<file path="config.mk">
export PLATFORM = sky130hd
export DESIGN_NAME = ssrp_port
export DESIGN_NICKNAME = d
export VERILOG_FILES = /design/src/core/ssrp_addr_step.v /design/src/core/ssrp_port.v
export VERILOG_INCLUDE_DIRS = /design/src /design/src/core
export SDC_FILE = /design/constraint.sdc
export NUM_CORES = 1
export LEC_CHECK = 0
export BUFFER_PORTS_ARGS = -buffer_cell sky130_fd_sc_hd__buf_2
export CORE_UTILIZATION = 54
export DETAILED_ROUTE_END_ITERATION = 8
export GPL_TIMING_DRIVEN = 0
export PLACE_DENSITY = 0.76
export SYNTH_ARGS = -nofsm -noshare
export SYNTH_HDL_FRONTEND = slang
export SYNTH_HIERARCHICAL = 1
export SYNTH_SLANG_ARGS = --single-unit
</file>
<file path="constraint.sdc">
create_clock -name i_ref_clk -period 1.91 [get_ports i_ref_clk]
set_input_delay 0.382 -clock i_ref_clk [delete_from_list [all_inputs] [get_ports i_ref_clk]]
set_output_delay 0.382 -clock i_ref_clk [all_outputs]
set_load 0.05 [all_outputs]
</file>
<file path="src/core/ssrp_consts.vh">
// Constants for the serial register port: address lines, slave address, link timing
`ifndef SSRP_CONSTS_VH
`define SSRP_CONSTS_VH
`define SSRP_ADDR_LOW_FIRST 7'h00
`define SSRP_ADDR_LOW_GAP 7'h03
`define SSRP_ADDR_LOW_RESUME 7'h10
`define SSRP_ADDR_LOW_LAST 7'h18
`define SSRP_ADDR_FIFO_WRAP 7'h11
`define SSRP_ADDR_CTRL_FIRST 7'h30
`define SSRP_ADDR_CTRL_LAST 7'h32
`define SSRP_ADDR_CTRL_SEL_LAST 7'h37
`define SSRP_ADDR_RSV_FIRST 7'h33
`define SSRP_ADDR_RSV_LAST 7'h35
`define SSRP_ADDR_ADJ_FIRST 7'h60
`define SSRP_ADDR_ADJ_LAST 7'h62
`define SSRP_SLAVE_PREFIX 5'h03
`define SSRP_HS_CODE_PREFIX 5'h01
`define SSRP_SPI_BITS 5'h10
`define SSRP_SPI_ADDR_BITS 5'h08
`define SSRP_SPI_NEXT_EDGE 5'h0F
`define SSRP_STD_KHZ 100
`define SSRP_FAST_KHZ 400
`define SSRP_HS_KHZ 2500
`define SSRP_REF_KHZ 20000
`endif

</file>
<file path="src/core/ssrp_addr_step.v">
// Next-address function of the three auto-increment lines
`include "ssrp_consts.vh"
module ssrp_addr_step (
    input wire [6:0] i_addr,
    input wire i_fifo_en,
    output reg [6:0] o_next
);
    // Wrap targets per line; unknown addresses simply count up
    always @*
    begin
        if (i_addr == `SSRP_ADDR_LOW_GAP)
            o_next = `SSRP_ADDR_LOW_RESUME;
        else if (i_addr == `SSRP_ADDR_LOW_LAST)
            o_next = i_fifo_en ? `SSRP_ADDR_FIFO_WRAP : `SSRP_ADDR_LOW_FIRST;
        else if (i_addr == `SSRP_ADDR_CTRL_LAST)
            o_next = `SSRP_ADDR_CTRL_FIRST;
        else if (i_addr == `SSRP_ADDR_ADJ_LAST)
            o_next = `SSRP_ADDR_ADJ_FIRST;
        else
            o_next = i_addr + 7'h01;
    end
endmodule

</file>
<file path="src/core/ssrp_port.v">
// Serial register port: shift-interface read side and two-wire bus slave
// Operation
// - Shift read: flag, address, then MSB-first byte
// - Continued clocking reads next address after 16th
// - Chip select rising floats shift data output
// - Low line steps 03h to 10h, wraps 00h
// - FIFO enabled: 18h wraps to 11h
// - Control and adjustment lines wrap within three
// - Unmapped shift address leaves output floating
// - Two-wire slave runs to 2.5 MHz
// - Data high-clock edges mark START or STOP
// - Slave address 00011 plus two strap bits
// - Acknowledge only matching address, then read/write
// - Write: register address byte, then data bytes
// - Further write bytes go to next address
// - Writes reach only read/write registers
// - Read continues on master acknowledge only
// - Sample rising, shift falling, chip select low
// - Counter holds address after last access
// - Random read: write header, repeated START, read
// - Master code unacknowledged, high speed until STOP
`include "ssrp_consts.vh"
module ssrp_port (
    input wire i_ref_clk,
    input wire i_arst_n,
    input wire i_shift_clock_pin,
    input wire i_chip_select_low_pin,
    input wire i_sdi,
    output reg o_sdo,
    output reg o_sdo_oe,
    input wire i_scl,
    input wire i_sda,
    output wire o_sda_out,
    output reg o_sda_oe,
    input wire i_address_strap_bit0,
    input wire i_address_strap_bit1,
    input wire i_fifo_en,
    input wire [7:0] i_rd_data,
    output reg [6:0] o_reg_addr,
    output reg [7:0] o_wr_data,
    output reg o_wr_strobe,
    output reg o_hs_mode
);
    localparam ST_IDLE = 3'h0;
    localparam ST_DEV = 3'h1;
    localparam ST_ACK = 3'h2;
    localparam ST_RX = 3'h3;
    localparam ST_TX = 3'h4;
    localparam ST_MACK = 3'h5;
    localparam ST_WAIT = 3'h6;

    // Two-stage synchronisers; the 20 MHz clock oversamples the 2.5 MHz link
    reg [6:0] s1_reg;
    reg [6:0] s2_reg;
    reg [4:0] s3_reg;
    always @(posedge i_ref_clk or negedge i_arst_n)
    begin
        if (!i_arst_n)
        begin
            s1_reg <= 7'h7F;
            s2_reg <= 7'h7F;
            s3_reg <= 5'h1F;
        end
        else
        begin
            s1_reg <= {i_address_strap_bit1, i_address_strap_bit0, i_shift_clock_pin,
                i_chip_select_low_pin, i_sdi, i_scl, i_sda};
            s2_reg <= s1_reg;
            s3_reg <= s2_reg[4:0];
        end
    end
    wire sk = s2_reg[4];
    wire cs_n = s2_reg[3];
    wire sdi = s2_reg[2];
    wire scl = s2_reg[1];
    wire sda = s2_reg[0];
    wire sk_rise = sk & ~s3_reg[4];
    wire sk_fall = ~sk & s3_reg[4];
    wire cs_rise = cs_n & ~s3_reg[3];
    wire scl_rise = scl & ~s3_reg[1];
    wire scl_fall = ~scl & s3_reg[1];
    wire start_det = scl & s3_reg[1] & ~sda & s3_reg[0];
    wire stop_det = scl & s3_reg[1] & sda & ~s3_reg[0];

    // Shared address counter, stepped along its line
    reg [6:0] addr_reg;
    wire [6:0] addr_inc;
    ssrp_addr_step ssrp_addr_step_i (
        .i_addr(addr_reg),
        .i_fifo_en(i_fifo_en),
        .o_next(addr_inc)
    );

    // Shift interface and two-wire slave state
    reg [4:0] sk_cnt_reg;
    reg [7:0] sh_reg;
    reg spi_rd_reg;
    reg spi_sel_reg;
    reg [2:0] st_reg;
    reg [3:0] bit_reg;
    reg [7:0] rx_reg;
    reg [7:0] tx_reg;
    reg first_reg;
    reg rd_reg;
    assign o_sda_out = 1'b0;
    // Selection check; reserved test addresses still count as selected
    wire [6:0] spi_addr = {sh_reg[5:0], sdi};
    wire spi_hit = (spi_addr <= `SSRP_ADDR_LOW_LAST) ||
        ((spi_addr >= `SSRP_ADDR_CTRL_FIRST) && (spi_addr <= `SSRP_ADDR_CTRL_SEL_LAST)) ||
        ((spi_addr >= `SSRP_ADDR_ADJ_FIRST) && (spi_addr <= `SSRP_ADDR_ADJ_LAST));
    // Only 30h to 37h take writes; the rest of the map is read-only
    wire wr_hit = (addr_reg >= `SSRP_ADDR_CTRL_FIRST) &&
        (addr_reg <= `SSRP_ADDR_CTRL_SEL_LAST);

    always @(posedge i_ref_clk or negedge i_arst_n)
    begin
        if (!i_arst_n)
        begin
            sk_cnt_reg <= 5'h00;
            sh_reg <= 8'h00;
            spi_rd_reg <= 1'b0;
            spi_sel_reg <= 1'b0;
            o_sdo <= 1'b0;
            o_sdo_oe <= 1'b0;
            addr_reg <= 7'h00;
            o_reg_addr <= 7'h00;
            o_wr_data <= 8'h00;
            o_wr_strobe <= 1'b0;
            o_hs_mode <= 1'b0;
            st_reg <= ST_IDLE;
            bit_reg <= 4'h0;
            rx_reg <= 8'h00;
            tx_reg <= 8'h00;
            first_reg <= 1'b0;
            rd_reg <= 1'b0;
            o_sda_oe <= 1'b0;
        end
        else
        begin
            o_wr_strobe <= 1'b0;
            // Shift read: capture on rising, shift out on falling
            if (cs_n)
            begin
                sk_cnt_reg <= 5'h00;
                spi_sel_reg <= 1'b0;
                if (cs_rise)
                    o_sdo_oe <= 1'b0;
            end
            else if (sk_rise)
            begin
                if (sk_cnt_reg < `SSRP_SPI_ADDR_BITS)
                    sh_reg <= {sh_reg[6:0], sdi};
                if (sk_cnt_reg == `SSRP_SPI_ADDR_BITS - 5'h01)
                begin
                    spi_rd_reg <= sh_reg[6];
                    addr_reg <= spi_addr;
                    o_reg_addr <= spi_addr;
                    spi_sel_reg <= spi_hit;
                end
                if (sk_cnt_reg != `SSRP_SPI_BITS - 5'h01)
                    sk_cnt_reg <= sk_cnt_reg + 5'h01;
                else
                    sk_cnt_reg <= `SSRP_SPI_ADDR_BITS;
            end
            else if (sk_fall && spi_rd_reg && spi_sel_reg && sk_cnt_reg >= `SSRP_SPI_ADDR_BITS)
            begin
                o_sdo_oe <= 1'b1;
                if (sk_cnt_reg == `SSRP_SPI_ADDR_BITS)
                begin
                    // Byte starts after 8th clock, or after 16th on a sequential read
                    o_sdo <= i_rd_data[7];
                    tx_reg <= {i_rd_data[6:0], 1'b0};
                    addr_reg <= addr_inc;
                    o_reg_addr <= addr_inc;
                end
                else
                begin
                    o_sdo <= tx_reg[7];
                    tx_reg <= {tx_reg[6:0], 1'b0};
                end
            end
            // Two-wire slave; START and STOP override every state
            if (stop_det)
            begin
                st_reg <= ST_IDLE;
                o_sda_oe <= 1'b0;
                o_hs_mode <= 1'b0;
            end
            else if (start_det)
            begin
                st_reg <= ST_DEV;
                bit_reg <= 4'h0;
                o_sda_oe <= 1'b0;
            end
            else if (cs_n)
            begin
                case (st_reg)
                    ST_DEV, ST_RX:
                    begin
                        if (scl_rise)
                        begin
                            rx_reg <= {rx_reg[6:0], sda};
                            bit_reg <= bit_reg + 4'h1;
                        end
                        else if (scl_fall && bit_reg == 4'h8)
                        begin
                            bit_reg <= 4'h0;
                            if (st_reg == ST_DEV)
                            begin
                                if (rx_reg[7:3] == `SSRP_HS_CODE_PREFIX)
                                begin
                                    o_hs_mode <= 1'b1;
                                    st_reg <= ST_WAIT;
                                end
                                else if (rx_reg[7:1] == {`SSRP_SLAVE_PREFIX, s2_reg[6:5]})
                                begin
                                    rd_reg <= rx_reg[0];
                                    o_reg_addr <= addr_reg;
                                    first_reg <= 1'b1;
                                    o_sda_oe <= 1'b1;
                                    st_reg <= ST_ACK;
                                end
                                else
                                    st_reg <= ST_WAIT;
                            end
                            else
                            begin
                                if (first_reg)
                                begin
                                    addr_reg <= rx_reg[6:0];
                                    o_reg_addr <= rx_reg[6:0];
                                end
                                else
                                begin
                                    o_reg_addr <= addr_reg;
                                    o_wr_data <= rx_reg;
                                    o_wr_strobe <= wr_hit;
                                    addr_reg <= addr_inc;
                                end
                                first_reg <= 1'b0;
                                o_sda_oe <= 1'b1;
                                st_reg <= ST_ACK;
                            end
                        end
                    end
                    ST_ACK:
                    begin
                        // Release acknowledge at the falling edge closing the ninth clock
                        if (scl_fall)
                        begin
                            if (rd_reg)
                            begin
                                o_reg_addr <= addr_inc;
                                o_sda_oe <= ~i_rd_data[7];
                                tx_reg <= {i_rd_data[6:0], 1'b1};
                                addr_reg <= addr_inc;
                                bit_reg <= 4'h1;
                                st_reg <= ST_TX;
                            end
                            else
                            begin
                                o_sda_oe <= 1'b0;
                                st_reg <= ST_RX;
                            end
                        end
                    end
                    ST_TX:
                    begin
                        if (scl_fall)
                        begin
                            if (bit_reg == 4'h8)
                            begin
                                o_sda_oe <= 1'b0;
                                st_reg <= ST_MACK;
                            end
                            else
                            begin
                                o_sda_oe <= ~tx_reg[7];
                                tx_reg <= {tx_reg[6:0], 1'b1};
                                bit_reg <= bit_reg + 4'h1;
                            end
                        end
                    end
                    ST_MACK:
                    begin
                        if (scl_rise)
                            st_reg <= sda ? ST_WAIT : ST_ACK;
                    end
                    ST_WAIT:
                        o_sda_oe <= 1'b0;
                    default:
                        st_reg <= ST_IDLE;
                endcase
            end
        end
    end
endmodule

</file>
==> results of run 1 <==
final timing paths:
path / start / to / slack [ns] / depth (start not counted)
max in group asynchronous: i_arst_n / s2_reg[0] / 0.75 / 3
worst max register to register: addr_reg[6] / addr_reg[4] / -0.18 / 6
worst min register to register: s1_reg[2] / s2_reg[2] / 0.35 / 0
min in group asynchronous: i_arst_n / sk_cnt_reg[0] / 0.48 / 2
worst min-delay path: i_shift_clock_pin / s1_reg[4] / 0.1 / 1
worst max-delay path: addr_reg[6] / addr_reg[4] / -0.18 / 6
routing by layer:
layer | part of all wire, % | global-route usage (%)
met4 | 3.9 | 14.8
met3 | 8.9 | 5.13
met5 | 0 | 0
met1 | 39 | 39.2
met2 | 48 | 48.3
layout by cell type, fill, tap and decap left out, types with 8 or more instances in the layout:
cell type / count
mux2_4: 8
dfrtp_2: 10
buf_4: 48
buf_6: 8
nor2_1: 17
buf_2: 37
o211ai_1: 20
nand2_1: 41
nor3_4: 9
clkbuf_8: 10
mux2_2: 18
dfstp_2: 18
inv_1: 13
a22oi_1: 14
nand3_1: 17
a21oi_1: 14
o22ai_1: 10
dfrtp_1: 56
o21ai_0: 17
where the power goes:
| group | internal [µW] | total [µW] | switching (µW) |
|---|---|---|---|
| logic | 841 | 2140 | 1300 |
| clock network | 613 | 1310 | 694 |
| registers | 2020 | 2300 | 278 |
| total | 3470 | 5740 | 2270 |
stage by stage:
step	cell area (µm²)	instances	util, %	power [µW]	hold WS (ns)
finish	6370	689	73.8	5740	0.0970
CTS	5940	667	68.8	5480	0.0922
detailed placement	5210	628	60.3	3990	0.346
global placement	5180	627	59.9	3930	0.345
floorplan	4860	482	-	3520	0.0864
global route	6370	689	73.8	6010	0.0860
cell families after synthesis:
kind of cell / share of synthesized area [%]
xor gates and xnor gates: 2.01
buffers and inverters: 3.39
and+or+nand+nor: 19.4
DFF: 44.3
other: 0.0782
muxes: 6.73
AOI/OAI and AO/OA: 22.2
adders and majority gates: 1.83
critical path: cells and delay by family (launching register included):
kind	cells	cell delay [ns]
and+or+nand+nor	2	0.69
AOI/OAI and AO/OA	3	0.50
DFF	1	0.47
muxes	1	0.29
timing repair:
action,in CTS,in global routing
pin swaps,12,26
hold buffers,1,0
gates resized for setup,73,65
endpoints found under the hold margin,25,0
setup endpoints to repair,50,46
buffers inserted,26,23
gates cloned,1,1
final cells by class:
| type | count | area [µm²] | share of cell area [%] |
|---|---|---|---|
| Buffer | 16 | 136 | 2.14 |
| Inverter | 16 | 60.1 | 0.943 |
| Clock inverter | 7 | 73.8 | 1.16 |
| Timing Repair Buffer | 89 | 634 | 9.96 |
| Sequential cell | 84 | 2140 | 33.5 |
| Multi-Input combinational cell | 360 | 3070 | 48.2 |
| Clock buffer | 9 | 124 | 1.94 |
| Tap cell | 108 | 135 | 2.12 |
==> out/results.tsv, run 1 <==
metric	value	unit
detail-route-antenna-nets	0	
finalHoldViolCount	0	
place_ws	-0.550	ns
fin_setup_tns	-2.66	ns
synth.avg_cell_area	9.94	µm²
power_per_cell_area	901	nW/µm²
fmax	478	MHz
ctsHtreeMaxLevel	3	
track_usage	30.1	%
critPathLaunchType	flip-flop	
fillers	553	
synth_top_cells_by_count	dfrtp_1 (66), nand2_1 (42), mux2_2 (26)	
yosysWarnings	6	
worstMarginPinSlew	0.542	ns
path_clk_slew	0.09	ns
dieArea	9260	µm²
cts_tree	done	
fin_crit	2.09	ns
required	2.14	ns
drc_errors	1	
die_h	96.2	µm
setup_slack	-0.180	ns
ys_top_cells_by_area	dfrtp_1 (34%), dfstp_2 (9.9%), mux2_2 (6.1%)	
area_growth	32.9	%
drive_above_1_share	43.9	%
synth.yosys.seq_area_share	44.3	%
critPathCaptureType	flip-flop	
slew_violations	0	
critPathMaxFanout	4	
critPathMaxStageDelay	0.47	ns
nNetsFinal	601	
arrival	2.32	ns
synth_cells	482	
synth_fp_nets	507	
crit_type	flip-flop to flip-flop	
synth_area	4790	µm²
status	finished, violations left	
min_path_type	primary input to flip-flop	
viasPerCell	6.74	
dr.pass1.iters	9	
relSlewSlack	63.6	%
wl_per_cell	21.2	µm
antenna_cells	0	
setup_viol	31	
ios	39	
dr_total_vias	4641	
crit_chain	or3_4 -> nor3_2 -> o22ai_4 -> mux2_2 -> a32oi_1 -> o32ai_1	
fin_skew	0.0116	ns
wl	14.6	mm
drt_iter0_drc	535	
synth_edf_count	0	
grt_pass1_vias	4225	
cp_slowest_cell	dfrtp_2	
clock_path_buffers	2	
synth_top_cell_by_area	dfrtp_1	
overflow	0	
postSynth.asyncResetShare	100	%
synth.most_common_cell	dfrtp_1	
failed_checks	DRC, setup timing	
grt_pass1_wl	20.9	mm
routabilityCongestion	0.924	
synth_top_area_share	34.5	%
die_x	96.2	µm
floorplan.initialDensity	55.5	%
synthDistinctLibCells	76	
leakage	0.00262	µW
grt_max_degree	57	
timing.final.crit_share	109	%
place_hpwl	8.55	mm
rows	34	
ys_ff_latch	84	
worstSkewPairLatency	0.37	ns
antenna_found_initial	0	
ys.flop_type	dfrtp_1	
ir_drop	0.000447	V
rsz0062_at_grt	yes	
cts_buffers	9	
cts_root_buf	clkbuf_8	
cap_violations	0	
clock-sinks	84	
fp.coreArea	8640	µm²
io_buffer_count	37	
(Power assumes the default switching activity.)
==> inputs of run 2 (changes only) <==
--- a/config.mk
+++ b/config.mk
@@ -10,7 +10,7 @@
 export CORE_UTILIZATION = 54
 export DETAILED_ROUTE_END_ITERATION = 8
 export GPL_TIMING_DRIVEN = 0
-export PLACE_DENSITY = 0.76
+export PLACE_DENSITY = 0.8
 export SYNTH_ARGS = -nofsm -noshare
 export SYNTH_HDL_FRONTEND = slang
 export SYNTH_HIERARCHICAL = 1
==> out/results.tsv, run 2 (same netlist as run 1, synthesis figures left out) <==
metric	value	unit	change
min_path_type	primary input to flip-flop		
regArea	2140	µm²	+0.18%
clock-sinks	84		unchanged
critPathMaxFanout	5		+1
min_from	i_sdi		
p_seq_share	36.8	%	-3.2 points
worstMarginPinSlew	0.672	ns	+0.130 ns
dr.pass1.iters	6		-3
power_per_cell_area	929	nW/µm²	+3.1%
layout_commonest_cell	buf_4		
whs_endpoint	s1_reg[2]		
critPathMaxStageDelay	0.43	ns	-0.04 ns
stdcell_count	707		+2.6%
r2r_start	bit_reg[0]		
rsz0062_at_grt	yes		
fin_skew	0.0169	ns	+0.00526 ns
overflow	0		unchanged
setup_viol	32		+3.2%
hold_ws	0.102	ns	+0.00451 ns
cp_common_cell	o211ai_1		
crit_type	flip-flop to flip-flop		
viasPerCell	7.02		+4.2%
cap_violations	0		unchanged
cts_buffers	9		unchanged
switchingPower	2440	µW	+7.6%
track_usage	32.0	%	+1.9 points
power	6290	µW	+9.5%
finalHoldViolCount	0		unchanged
failed_checks	setup timing		
timing.final.crit_share	119	%	+9.7 points
rows	34		unchanged
r2r-end	bit_reg[2]		
crit_chain	inv_1 -> ha_2 -> nand3b_1 -> o211ai_1 -> nand3_4 -> buf_4 -> o211ai_1 -> o211ai_1		
fmax	439	MHz	-8.2%
place_ws	-0.592	ns	-0.0413 ns
ios	39		unchanged
p_clk_share	24.5	%	+1.7 points
die_x	96.2	µm	unchanged
relSlewSlack	54.7	%	-8.9 points
place_hpwl	8.59	mm	+0.48%
drt_iter0_drc	754		+41%
grt_pass1_vias	4449		+5.3%
holdPathStages	1		unchanged
die_h	96.2	µm	unchanged
slew_violations	0		unchanged
antenna_found_initial	0		unchanged
path_clk_slew	0.09	ns	about the same
ctsHtreeMaxLevel	3		unchanged
internal_power	3840	µW	+11%
dieArea	9260	µm²	unchanged
multi_input_area	3270	µm²	+6.4%
fp.coreArea	8640	µm²	unchanged
grt_max_degree	57		unchanged
setup_slack	-0.366	ns	-0.186 ns
place_inst	628		unchanged
critPathCaptureType	flip-flop		
cts_root_buf	clkbuf_8		
comb_power_share	38.7	%	+1.5 points
antenna_cells	0		unchanged
critPathLaunchType	flip-flop		
grt_pass1_wl	22.3	mm	+6.6%
fin_setup_tns	-4.38	ns	-1.72 ns
drc_errors	0		-1
final_cell_mix	buf_4 (61), dfrtp_1 (53), buf_2 (38), nand2_1 (38), o211ai_1 (20)		
area_growth	41.2	%	
drive_above_1_share	49.6	%	+5.7 points
cp_slowest_cell	o211ai_1		
worstSkewPairLatency	0.38	ns	about the same
clock_path_buffers	2		unchanged
detail-route-antenna-nets	0		unchanged
p_sw_share	38.8	%	-0.68 points
status	finished, violations left		
cts_tree	done		
io_buffer_count	37		unchanged
nNetsFinal	619		+3.0%
required	2.14	ns	about the same
reg2reg_depth	8		+2
leakage	0.00277	µW	+5.7%
r2r_setup_slack	-0.37	ns	-0.19 ns
arrival	2.51	ns	+0.19 ns
wl	17.0	mm	+17%
floorplan.initialDensity	55.5	%	unchanged
fillers	486		-12%
ir_drop	0.000611	V	+37%
dr_total_vias	4964		+7.0%
fin_crit	2.28	ns	+0.186 ns
routabilityCongestion	0.936		+1.4%
wl_per_cell	24.1	µm	+14%
[run 2: cell types whose count changed in the layout (fill, tap and decap cells not counted), sizes merged]
| cell | change |
|---|---|
| inv | -3 |
| clkinvlp | +1 |
| clkinv | -1 |
| bufinv | +2 |
| or3 | +1 |
| buf | +18 |
[run 2: cell type report]
class / instances / share of cell area (%)
buffer: 17 / 2.18
clock buffer: 10 / 1.89
clock inverter: 6 / 1.68
inverter: 16 / 0.888
multi-input combinational: 361 / 48.3
sequential: 84 / 31.6
tap: 108 / 2.00
timing repair buffer: 105 / 11.4
[run 2: per-layer routing]
layer  share of wire, %  wire length, µm  GRT usage (%)
met3                9.0             1530           4.90
met4                5.3              900           16.9
met2                 47             8020           52.0
met5                  0                0          0.595
met1                 39             6570           41.0
[run 2: worst max-delay path by stage]
stage	to	startpoint	slack (ns)
final	bit_reg[2]	bit_reg[0]	-0.37
after global routing	bit_reg[2]	bit_reg[0]	-0.63
after CTS	bit_reg[3]	bit_reg[0]	-0.11
after detailed placement	tx_reg[7]	bit_reg[0]	-0.59
after global placement	tx_reg[4]	bit_reg[0]	-0.44
after floorplan	rx_reg[0]	s2_reg[0]	-0.04
[run 2: repair_timing]
action	in CTS	in global routing
endpoints found under the setup margin	50	55
gates cloned	1	2
setup buffers	36	30
endpoints found under the hold margin	25	0
pin swaps	28	40
hold buffers	1	0
resized for setup	78	115
[run 2: power by group through the flow]
| stage | clock network (µW) | registers (µW) | logic (µW) |
|---|---|---|---|
| floorplan | 0 | 2380 | 1140 |
| global placement | 0 | 2290 | 1620 |
| detailed placement | 0 | 2300 | 1670 |
| CTS | 1540 | 2270 | 1950 |
| global route | 1630 | 2340 | 2560 |
| finish | 1540 | 2320 | 2430 |
[run 2: through the flow]
step,util [%],area (µm²)
3_3_place_gp,59.9,5180
2_1_floorplan,-,4860
6_report,78.4,6770
5_1_grt,78.4,6770
4_1_cts,70.4,6080
3_5_place_dp,60.3,5210
[run 2: critical path: cells and delay by family (launching register included)]
family                   cells  cell delay (ns)
flip-flops                   1             0.41
adder cells (fa/ha/maj)      1             0.18
AND/OR/NAND/NOR              2             0.39
AO/OA/AOI/OAI                3             0.89
buffers and inverters        2             0.26
